## src/reg_flags_cfg.svh

```systemverilog
// Purpose: field positions, masks, reset values and command codes of the fault flags
// Assumes: included by the package and by the flag bank module
// Notes: command codes are read opcodes delivered by the serial command decoder
`ifndef REG_FLAGS_CFG_SVH
`define REG_FLAGS_CFG_SVH

// read command codes, one per status register
`define CMD_READ_PRE_REG_FAULT 8'h21
`define CMD_READ_PRE_REG_THERMAL 8'h22
`define CMD_READ_LV_REG_FAULT 8'h23

// pre-regulator fault register fields
`define PRE_FAULT_EXTREME_OV_BIT 5
`define PRE_FAULT_GROUND_LOSS_BIT 4
`define PRE_FAULT_OV_PROTECT_BIT 3
`define PRE_FAULT_SINK_LIMIT_BIT 2
`define PRE_FAULT_OVERLOAD_BIT 1
`define PRE_FAULT_SHORT_GND_BIT 0
`define PRE_FAULT_MASK 8'h3F

// pre-regulator thermal register fields
`define PRE_THERM_SHUTDOWN_BIT 1
`define PRE_THERM_WARNING_BIT 0
`define PRE_THERM_MASK 8'h03

// low-voltage regulator fault register fields
`define LV_FAULT_GROUND_LOSS_BIT 4
`define LV_FAULT_OV_PROTECT_BIT 3
`define LV_FAULT_SINK_LIMIT_BIT 2
`define LV_FAULT_OVERLOAD_BIT 1
`define LV_FAULT_SHORT_GND_BIT 0
`define LV_FAULT_MASK 8'h1F

// reset values
`define FLAG_RESET_VALUE 8'h00
`define READ_DATA_RESET_VALUE 8'h00

`endif

```

## src/reg_flags_pkg.sv

```systemverilog
// Purpose: types shared by the fault flag bank
// Assumes: reg_flags_cfg.svh supplies the command codes
// Notes: none
`include "reg_flags_cfg.svh"

package reg_flags_pkg;

    // the three read commands the bank answers
    typedef enum logic [7:0] {
        READ_PRE_REG_FAULT_CMD = `CMD_READ_PRE_REG_FAULT,
        READ_PRE_REG_THERMAL_CMD = `CMD_READ_PRE_REG_THERMAL,
        READ_LV_REG_FAULT_CMD = `CMD_READ_LV_REG_FAULT
    } cmd_code_type;

    // whole state of the bank
    typedef struct packed {
        logic [7:0] pre_fault;
        logic [7:0] pre_therm;
        logic [7:0] lv_fault;
        logic [7:0] rd_data;
        logic rd_valid;
        logic cmd_err;
        logic fault_pending;
    } state_type;

endpackage

```

## src/regulator_fault_status_flags.sv

```systemverilog
// Purpose: read-to-clear fault and thermal flags of the pre- and low-voltage regulators
// Assumes: fault conditions are synchronous levels; commands come decoded from the serial port
// Notes: read data is the latched value before the read clears it
`timescale 1ns/1ps
`include "reg_flags_cfg.svh"

module regulator_fault_status_flags (
    // clock and power-on reset
    input wire logic ref_clk,
    input wire logic sys_rst,
    // pre-regulator fault conditions
    input wire logic pre_reg_extreme_ov_cond,
    input wire logic pre_reg_ground_loss_cond,
    input wire logic pre_reg_ov_protect_cond,
    input wire logic pre_reg_sink_limit_cond,
    input wire logic pre_reg_overload_cond,
    input wire logic pre_reg_short_gnd_cond,
    // pre-regulator thermal conditions
    input wire logic pre_reg_thermal_shutdown_cond,
    input wire logic pre_reg_thermal_warning_cond,
    // low-voltage regulator fault conditions
    input wire logic lv_reg_ground_loss_cond,
    input wire logic lv_reg_ov_protect_cond,
    input wire logic lv_reg_sink_limit_cond,
    input wire logic lv_reg_overload_cond,
    input wire logic lv_reg_short_gnd_cond,
    // decoded command from the serial port
    input wire logic cmd_valid,
    input wire logic cmd_write,
    input wire logic [7:0] cmd_code,
    // read answer
    output logic [7:0] rd_data,
    output logic rd_valid,
    output logic cmd_err,
    // live view of the flag registers
    output logic [7:0] pre_reg_fault_status,
    output logic [7:0] pre_reg_thermal_status,
    output logic [7:0] lv_reg_fault_status,
    output logic fault_pending
);

    reg_flags_pkg::state_type st_r;
    reg_flags_pkg::state_type st_nxt;
    logic [7:0] pre_fault_cond;
    logic [7:0] pre_therm_cond;
    logic [7:0] lv_fault_cond;
    logic rd_pre_fault;
    logic rd_pre_therm;
    logic rd_lv_fault;
    logic rd_any;

    // pack pre-regulator fault conditions into register layout
    always_comb begin
        pre_fault_cond = 8'h00;
        pre_fault_cond[`PRE_FAULT_EXTREME_OV_BIT] = pre_reg_extreme_ov_cond;
        pre_fault_cond[`PRE_FAULT_GROUND_LOSS_BIT] = pre_reg_ground_loss_cond;
        pre_fault_cond[`PRE_FAULT_OV_PROTECT_BIT] = pre_reg_ov_protect_cond;
        pre_fault_cond[`PRE_FAULT_SINK_LIMIT_BIT] = pre_reg_sink_limit_cond;
        pre_fault_cond[`PRE_FAULT_OVERLOAD_BIT] = pre_reg_overload_cond;
        pre_fault_cond[`PRE_FAULT_SHORT_GND_BIT] = pre_reg_short_gnd_cond;
    end

    // pack thermal conditions; reserved bits stay zero
    always_comb begin
        pre_therm_cond = 8'h00;
        pre_therm_cond[`PRE_THERM_SHUTDOWN_BIT] = pre_reg_thermal_shutdown_cond;
        pre_therm_cond[`PRE_THERM_WARNING_BIT] = pre_reg_thermal_warning_cond;
    end

    // pack low-voltage regulator conditions; bits 7-5 stay zero
    always_comb begin
        lv_fault_cond = 8'h00;
        lv_fault_cond[`LV_FAULT_GROUND_LOSS_BIT] = lv_reg_ground_loss_cond;
        lv_fault_cond[`LV_FAULT_OV_PROTECT_BIT] = lv_reg_ov_protect_cond;
        lv_fault_cond[`LV_FAULT_SINK_LIMIT_BIT] = lv_reg_sink_limit_cond;
        lv_fault_cond[`LV_FAULT_OVERLOAD_BIT] = lv_reg_overload_cond;
        lv_fault_cond[`LV_FAULT_SHORT_GND_BIT] = lv_reg_short_gnd_cond;
    end

    // command decode; a write is never a read, whatever its code
    always_comb begin
        rd_pre_fault = cmd_valid && !cmd_write
            && (cmd_code == 8'(reg_flags_pkg::READ_PRE_REG_FAULT_CMD));
        rd_pre_therm = cmd_valid && !cmd_write
            && (cmd_code == 8'(reg_flags_pkg::READ_PRE_REG_THERMAL_CMD));
        rd_lv_fault = cmd_valid && !cmd_write
            && (cmd_code == 8'(reg_flags_pkg::READ_LV_REG_FAULT_CMD));
        rd_any = rd_pre_fault || rd_pre_therm || rd_lv_fault;
    end

    // next state: set beats clear, so a fault during its own read is kept
    always_comb begin
        st_nxt = st_r;
        // latch new faults; a read drops only flags whose condition is gone
        st_nxt.pre_fault = ((st_r.pre_fault & ~({8{rd_pre_fault}} & ~pre_fault_cond))
            | pre_fault_cond) & `PRE_FAULT_MASK;
        st_nxt.pre_therm = ((st_r.pre_therm & ~({8{rd_pre_therm}} & ~pre_therm_cond))
            | pre_therm_cond) & `PRE_THERM_MASK;
        st_nxt.lv_fault = ((st_r.lv_fault & ~({8{rd_lv_fault}} & ~lv_fault_cond))
            | lv_fault_cond) & `LV_FAULT_MASK;
        // answer shows the latched value, so a transient fault is never missed
        st_nxt.rd_valid = rd_any;
        st_nxt.rd_data = `READ_DATA_RESET_VALUE;
        if (rd_pre_fault) begin
            st_nxt.rd_data = st_r.pre_fault;
        end else if (rd_pre_therm) begin
            st_nxt.rd_data = st_r.pre_therm;
        end else if (rd_lv_fault) begin
            st_nxt.rd_data = st_r.lv_fault;
        end
        // writes and unknown codes are refused and change no flag
        st_nxt.cmd_err = cmd_valid && !rd_any;
        st_nxt.fault_pending = |{st_nxt.pre_fault, st_nxt.pre_therm, st_nxt.lv_fault};
    end

    // single state register; sys_rst stands for the power-on reset
    always_ff @(posedge ref_clk) begin
        if (sys_rst) begin
            st_r.pre_fault <= `FLAG_RESET_VALUE;
            st_r.pre_therm <= `FLAG_RESET_VALUE;
            st_r.lv_fault <= `FLAG_RESET_VALUE;
            st_r.rd_data <= `READ_DATA_RESET_VALUE;
            st_r.rd_valid <= 1'b0;
            st_r.cmd_err <= 1'b0;
            st_r.fault_pending <= 1'b0;
        end else begin
            st_r <= st_nxt;
        end
    end

    // outputs straight from the state register
    assign rd_data = st_r.rd_data;
    assign rd_valid = st_r.rd_valid;
    assign cmd_err = st_r.cmd_err;
    assign pre_reg_fault_status = st_r.pre_fault;
    assign pre_reg_thermal_status = st_r.pre_therm;
    assign lv_reg_fault_status = st_r.lv_fault;
    assign fault_pending = st_r.fault_pending;
endmodule // regulator_fault_status_flags

```

## config.mk

```make
export PLATFORM = sky130hd
export DESIGN_NAME = regulator_fault_status_flags
export DESIGN_NICKNAME = d
export VERILOG_FILES = /design/src/reg_flags_pkg.sv /design/src/regulator_fault_status_flags.sv
export VERILOG_INCLUDE_DIRS = /design/src
export SDC_FILE = /design/constraint.sdc
export NUM_CORES = 1
export LEC_CHECK = 0
export ABC_AREA = 1
export BUFFER_PORTS_ARGS = -buffer_cell sky130_fd_sc_hd__buf_4
export CORE_MARGIN = 5
export CORE_UTILIZATION = 35
export CTS_CLUSTER_SIZE = 40
export DETAILED_ROUTE_END_ITERATION = 10
export PLACE_DENSITY = 0.8
export RECOVER_POWER = 25
export SYNTH_ARGS = -nofsm -noshare
export SYNTH_HDL_FRONTEND = slang
export SYNTH_SLANG_ARGS = --single-unit
export TNS_END_PERCENT = 50
```

## constraint.sdc

```tcl
create_clock -name ref_clk -period 1.5 [get_ports ref_clk]
set_input_delay 0.45 -clock ref_clk [delete_from_list [all_inputs] [get_ports ref_clk]]
set_output_delay 0.45 -clock ref_clk [all_outputs]
set_load 0.01 [all_outputs]
```

==> results of run 1 <==
-- state kept, by name, indices dropped and copies added (netlist names) --
register / cells
cmd_err: 1
fault_pending: 1
lv_reg_fault_status: 5
pre_reg_fault_status: 6
pre_reg_thermal_status: 2
rd_data: 6
rd_valid: 1
-- layout make-up --
class	instances	area [µm²]
clock buffers	3	22.52
fillers	260	1240
inverters	22	87.58
multi-input cells	94	509.2
flip-flops and latches	22	440.4
well taps	31	38.79
repair buffers	57	442.9
-- timing repair --
action | CTS | global route
hold endpoints to repair | 0 | 0
resized for setup | 0 | 25
endpoints found under the setup margin | 0 | 1
buffers inserted | 0 | 3
hold buffers | 0 | 0
-- routing by layer --
layer	track usage [%]	part of all wire, %	wire (µm)	vias up
met5	0	0	0	-
met4	5.344	1.5	44	0
met3	5.954	9.9	281	5
met2	21.23	52	1476	37
met1	13.37	37	1047	461
li1	-	-	-	524
-- synthesized netlist by cell type --
| master | count |
|---|---|
| nand3_4 | 1 |
| a21o_2 | 1 |
| nor2_1 | 18 |
| a21oi_2 | 2 |
| buf_4 | 13 |
| o211ai_1 | 1 |
| inv_1 | 22 |
| nor2_2 | 1 |
| o21ai_0 | 2 |
| conb_1 | 1 |
| nor2_4 | 2 |
| a21oi_1 | 17 |
| nand2_1 | 29 |
| clkbuf_1 | 2 |
| nand3_2 | 2 |
| nand2_2 | 1 |
| dfxtp_1 | 22 |
| nand3_1 | 3 |
-- worst reg2reg max path, cell delays in order (launching register included) --
cell and delay [ns]:
dfxtp_1 0.38, a21oi_4 0.18, nand2_1 0.06, nor2_1 0.10
nand2_1 0.07, nor2_1 0.10, nor2_1 0.06
-- where the power goes --
part	internal, mW	switching [mW]
Sequential	0.612	0.0250
Combinational	0.125	0.120
Clock	0.0940	0.166
-- worst min-delay path by stage --
stage	endpoint	slack (ns)
4_1_cts	pre_reg_fault_status[4]	0.35
6_report	pre_reg_fault_status[3]	0.35
5_1_grt	pre_reg_fault_status[3]	0.35
3_5_place_dp	rd_data[2]	0.47
2_1_floorplan	rd_data[5]	0.49
3_3_place_gp	rd_data[5]	0.46
-- per-stage QoR --
stage	hold WS, ns	area [µm²]	std cells	TNS, ns
floorplan	0.4938	1070	152	0
global placement	0.4603	1409	222	-0.5342
detailed placement	0.4743	1409	222	-0.6888
CTS	0.3537	1431	225	0
global route	0.3506	1541	229	-0.07510
finish	0.3510	1541	229	0
-- logic make-up after synthesis --
| group | count (synthesis) | synth area share, % |
|---|---|---|
| other cells | 1 | 0.3659 |
| buf+inv | 37 | 18.32 |
| flops | 22 | 42.98 |
| compound gates | 23 | 12.58 |
| simple gates | 57 | 25.76 |
==> impl_summary.md, run 1 <==
Min path
In this run the most critical hold path is launched from pre_reg_ov_protect_cond. The type of the worst min-delay path is in2reg. The worst hold path was traced through 3 stages.

Die
Once the floorplan was initialized, standard cells occupied 36.84% of the core. The die is 64.11 µm tall. The top-level I/O count is 60. The core region is 2781 µm².

The overall die area is 4110 µm². The initialized floorplan defines 19 standard-cell rows. The floorplan step set the die width to 64.11 µm.

Timing
The maximum clock rate is 687.4 MHz. The portion of the clock cycle consumed by the worst path in the final layout is 96.98%. The worst path needs 1.455 ns of the cycle, external delays included. The clock tree skew after final layout is 0.002830 ns. Setup violations remaining at the end of the flow were counted as 0.

The setup slack of the critical path after layout is 0.04525 ns. Setup repair after global routing could not meet its margin everywhere. The final-report max-slew violation count came to 0. The count of final hold-check violations is 0.

Setup path
Setup slack on the worst reg-to-reg path comes out at 0.45 ns. The number of gates on the worst path with buffers counted is 11. The nature of the critical path startpoint is an input port. Measured in cells, the most critical reg-to-reg path has a length of 6. On the worst path, the slowest cell contributes a delay of 0.20 ns. The critical path contains buffers and inverters numbering 2 combined. The critical-path cell with the highest stage delay is a21oi_2. The worst endpoint data arrival time is 1.66 ns. The launch instance of the worst register-to-register path is pre_reg_fault_status[2]. Walking the worst path, the cells encountered are buf_4 -> inv_2 -> nand2_4 -> nor2_4 -> nand3_4 -> a21oi_2 -> nand2_1 -> nor2_2 -> nand2_1 -> nor2_1 -> nor2_1. The worst register-to-register path ends at fault_pending. The classification of the worst setup path is in2reg.

The most critical setup path has its startpoint at cmd_code[2]. The family with the most delay on the worst path is simple AND/OR/NAND/NOR gates. The end point of the critical path is fault_pending.

In this run the worst path has a maximum fanout of 5. STA puts the critical path data required time at 1.70 ns. The kind of capture point of the worst setup path is a flop.

Global route
The pin count of the biggest net entering global routing is 20. The final global-route overflow total is 0. The first global-routing pass estimated 4.071 mm of wire. The number of global-route vias before repair is 933. The number of antenna violations at the first check in global routing is 0. The total routing usage reported by global routing is 12.58%.

Synth
After synthesis, flip-flops and latches occupy 42.98% of the total area. In this run the cell area of the synthesized design comes to 1025 µm². The top cell type's share of synthesized area is 42.98%. The number of warnings issued by yosys is 0. Synthesis instantiated 18 different standard cells from the library.

The post-synthesis cell count is 140. In the post-synthesis netlist, the biggest area contributors are dfxtp_1 (43%), nand2_1 (11%), buf_4 (9.5%), a21oi_1 (8.3%), inv_1 (8.1%). The biggest area contributor in the post-synthesis netlist is dfxtp_1.

After synthesis the netlist holds a flip-flop and latch count of 22. The mean instance size in the synthesized netlist is 7.320 µm².

Drt
The mean number of vias per cell is 4.485. The final wirelength is 2.849 mm. After detailed routing, the number of remaining DRC violations is 0. The routed layout has 1027 vias.

The number of nets with antenna violations after routing is 0. The routed wire length per instance is 12.44 µm. The number of detailed-route iterations in the first pass is 4. The detailed router finished its first iteration with 46 violations.

Clocking
The buffer cell driving the clock tree root is clkbuf_4. The number of buffers inserted during clock tree synthesis is 3. At the later pin of the worst-skew pair, clock insertion delay measures 0.31 ns.

TritonCTS built the clock tree. The maximum root-to-sink buffer count is 2. The clock-pin slew on the worst setup and hold paths is 0.11 ns. The number of sinks driven by the clock tree is 22. The maximum level of the CTS H-tree is 1.

Power
Summed over all cells, the static leakage comes to 0.7984 nW. For this design the ratio of total power to cell area is 741.2 nW/µm². Total power for the finished layout comes to 1.143 mW.

VDD sags by at most 0.0005992 V.

Placement
During placement, the flow inserted port buffers numbering 46. The half-perimeter wire length after detailed placement is 2.062 mm. The final weighted congestion in routability-driven placement is 0.7656. The post-placement setup slack is -0.2365 ns.

Final layout
The top cell types in the final layout, fill and taps aside, are buf_4 (53), nand2_1 (25), dfxtp_1 (22), inv_1 (17), nor2_1 (17). Of the cells placed in the final design, the portion with a size suffix greater than 1 is 43.43%. The area growth from synthesis to layout is 50.43%.

Once layout is complete, the utilization of the core stands at 55.42%. The antenna diode count is 0. The most common cell after layout, fill and taps aside is buf_4.

The count of nets after finishing is 225.

Run
The number of max-cap violations is 0.

Outcome
The run finished with clean final reports.
No activity file was read; power rests on OpenSTA's default activity.
==> inputs of run 2 (changes only) <==
--- a/config.mk
+++ b/config.mk
@@ -7,12 +7,13 @@
 export NUM_CORES = 1
 export LEC_CHECK = 0
 export ABC_AREA = 1
+export ABC_CLOCK_PERIOD_IN_PS = 1500
 export BUFFER_PORTS_ARGS = -buffer_cell sky130_fd_sc_hd__buf_4
 export CORE_MARGIN = 5
-export CORE_UTILIZATION = 35
+export CORE_UTILIZATION = 38
 export CTS_CLUSTER_SIZE = 40
 export DETAILED_ROUTE_END_ITERATION = 10
-export PLACE_DENSITY = 0.8
+export PLACE_DENSITY = 0.85
 export RECOVER_POWER = 25
 export SYNTH_ARGS = -nofsm -noshare
 export SYNTH_HDL_FRONTEND = slang
==> impl_summary.md, run 2 (synthesis gave the netlist of run 1 again) <==
Drt
The number of vias after detailed routing is 1021. The number of design rule violations left after detail routing is 0. The number of nets with antenna violations after routing is 0. The routed wire length per instance is 11.61 µm. The final wirelength is 2.647 mm.

The first TritonRoute pass finished after 4 iterations. The first-iteration detailed-routing DRC count is 24. Using the TritonRoute via totals, the vias-per-cell ratio works out to 4.478.

Die
The core area is 2522 µm². The initial core utilization is 40.63%. After floorplanning, the core was divided into 18 placement rows.

The y dimension of the die is 61.93 µm. The top-level I/O count is 60. The die width is 61.93 µm. The die covers 3835 µm².

Timing
The clock tree skew after final layout is 0.005696 ns. The worst hold slack after final layout is 0.3472 ns. The count of final hold-check violations is 0.

The portion of the clock cycle consumed by the worst path in the final layout is 96.89%. The maximum clock rate is 688.1 MHz. The final-report max-slew violation count came to 0. The count of final setup violators is 0. The clock period minus final worst setup slack is 1.453 ns.

Final layout
The area taken by flip-flops and latches is 440.4 µm². The library cell used most frequently in the layout, excluding fill and tap cells, is buf_4. The share of the core filled with cells in the final layout is 59.92%. The top cell types in the final layout, fill and taps aside, are buf_4 (53), nand2_1 (25), dfxtp_1 (22), inv_1 (17), nor2_1 (17).

At the end of the flow, the number of nets in the layout was 224. The count of cells in the finished layout, fillers not included, comes to 228. Of the cells placed in the final design, the portion with a size suffix greater than 1 is 42.42%.

0 antenna diodes ended up in the layout. The total non-filler cell area in the finished layout is 1511 µm². The multi-input combinational cells in the finished layout cover a total of 483.0 µm². The area growth from synthesis to layout is 47.50%. After filler insertion, the fill cell instance count of the layout stands at 245.

Power
IR analysis of the VDD net gives a maximum drop of 0.0004974 V. For this design the static power due to leakage is 0.7883 nW. The design draws 1.197 mW. For this design the ratio of total power to cell area is 792.2 nW/µm².

Outcome
The flow ran to the end, and the final reports show no timing, DRC or antenna violations.

Placement
The half-perimeter wire length after detailed placement is 1.960 mm. In this run, placement finished with an instance count of 220. The final weighted congestion in routability-driven placement is 0.8104. The placed instances occupy a cell area of 1400 µm².

Buffers placed on the I/O ports in this run total 46.

Clocking
The buffer cell driving the clock tree root is clkbuf_4. The clock-pin slew on the worst setup and hold paths is 0.13 ns. The number of clock buffers added by TritonCTS is 3. For this design, the CTS-stage hold fixing added 0 buffers.

The clock latency at the later pin of the worst-skew pair is 0.31 ns. The maximum level of the CTS H-tree is 1. The CTS tree is built. Counting along the longest clock path gives a buffer depth of 2. CTS saw 22 sinks.

Setup path
The nature of the critical path startpoint is an input port. The kind of capture point of the worst setup path is a flop. For the worst setup path, the data arrival time is 1.66 ns. The startpoint identified for the worst register-to-register timing path is pre_reg_fault_status[4]. The critical path in this run is classified as in2reg.

The capturing point of the worst reg2reg path is fault_pending. Across all register-to-register paths, the minimum setup slack is 0.45 ns. The peak fanout along the critical path is 5. The data required time at the worst endpoint is 1.71 ns. Counting cells, the worst reg-to-reg path comes to 6.

Min path
The path with the worst hold slack has its endpoint at pre_reg_fault_status[3]. The tightest min-delay check is of the in2reg type. The worst hold path was traced through 3 stages. The startpoint identified for the worst hold timing path is pre_reg_ov_protect_cond.

Global route
The number of antenna violations at the first check in global routing is 0. Entering global routing, the biggest net connects 20 pins. The total routing usage reported by global routing is 12.89%.

After global routing the overflow that remains totals 0. The wire length of the first global-routing pass is 3.601 mm. The number of global-route vias before repair is 840.

Run
Across the run, the number of max-cap violations was 0.
==> run 2: cell types whose count changed in the layout (fill, tap and decap cells not counted), sizes merged <==
cell    before  now
buf         57   56
clkbuf       3    4
==> run 2: power by group <==
| part | switching [mW] | internal (mW) | total (mW) |
|---|---|---|---|
| logic | 0.113 | 0.117 | 0.230 |
| clock network | 0.184 | 0.148 | 0.332 |
| registers | 0.0229 | 0.612 | 0.635 |
==> run 2: cell type report <==
cell class | instances | area share, %
sequential | 22 | 29.14
clock buffer | 4 | 2.401
tap | 30 | 2.483
multi-input combinational | 94 | 31.95
inverter | 22 | 5.464
timing repair buffer | 56 | 28.56
==> run 2: what timing repair did <==
| action | 4_1_cts | 5_1_grt |
|---|---|---|
| buffers inserted | 0 | 3 |
| resized for setup | 0 | 17 |
| endpoints found under the setup margin | 0 | 1 |
==> run 2: critical path, cell delays in order <==
cell	delay (ns)
buf_4	0.11
inv_2	0.04
nand2_2	0.06
nor2_4	0.21
nand3_4	0.16
a21oi_2	0.19
nand2_1	0.09
nor2_2	0.11
nand2_1	0.06
nor2_1	0.11
nor2_1	0.07
==> run 2: worst max path at each step <==
stage	start	endpoint	cells past startpoint
after global routing	cmd_code[2]	fault_pending	12
after detailed placement	cmd_code[4]	fault_pending	11
after CTS	cmd_code[4]	fault_pending	11
after global placement	cmd_code[4]	fault_pending	11
after floorplan	cmd_code[4]	fault_pending	10
final	cmd_code[2]	fault_pending	11
==> run 2: through the flow <==
stage / setup slack (ns) / TNS [ns]
floorplan: 0.05057 / 0
global placement: -0.2033 / -0.6310
detailed placement: -0.2348 / -0.6763
CTS: 0.07931 / 0
global route: -0.02251 / -0.02251
finish: 0.04663 / 0
==> run 2: per-layer routing <==
layer	share of wire, %	routed length (µm)	vias to the layer above	GRT usage [%]
met5	0	0	-	0
met4	0.79	21	0	5.455
met3	10	265	4	3.306
met2	50	1335	45	21.08
met1	39	1025	451	16.04
li1	-	-	521	-
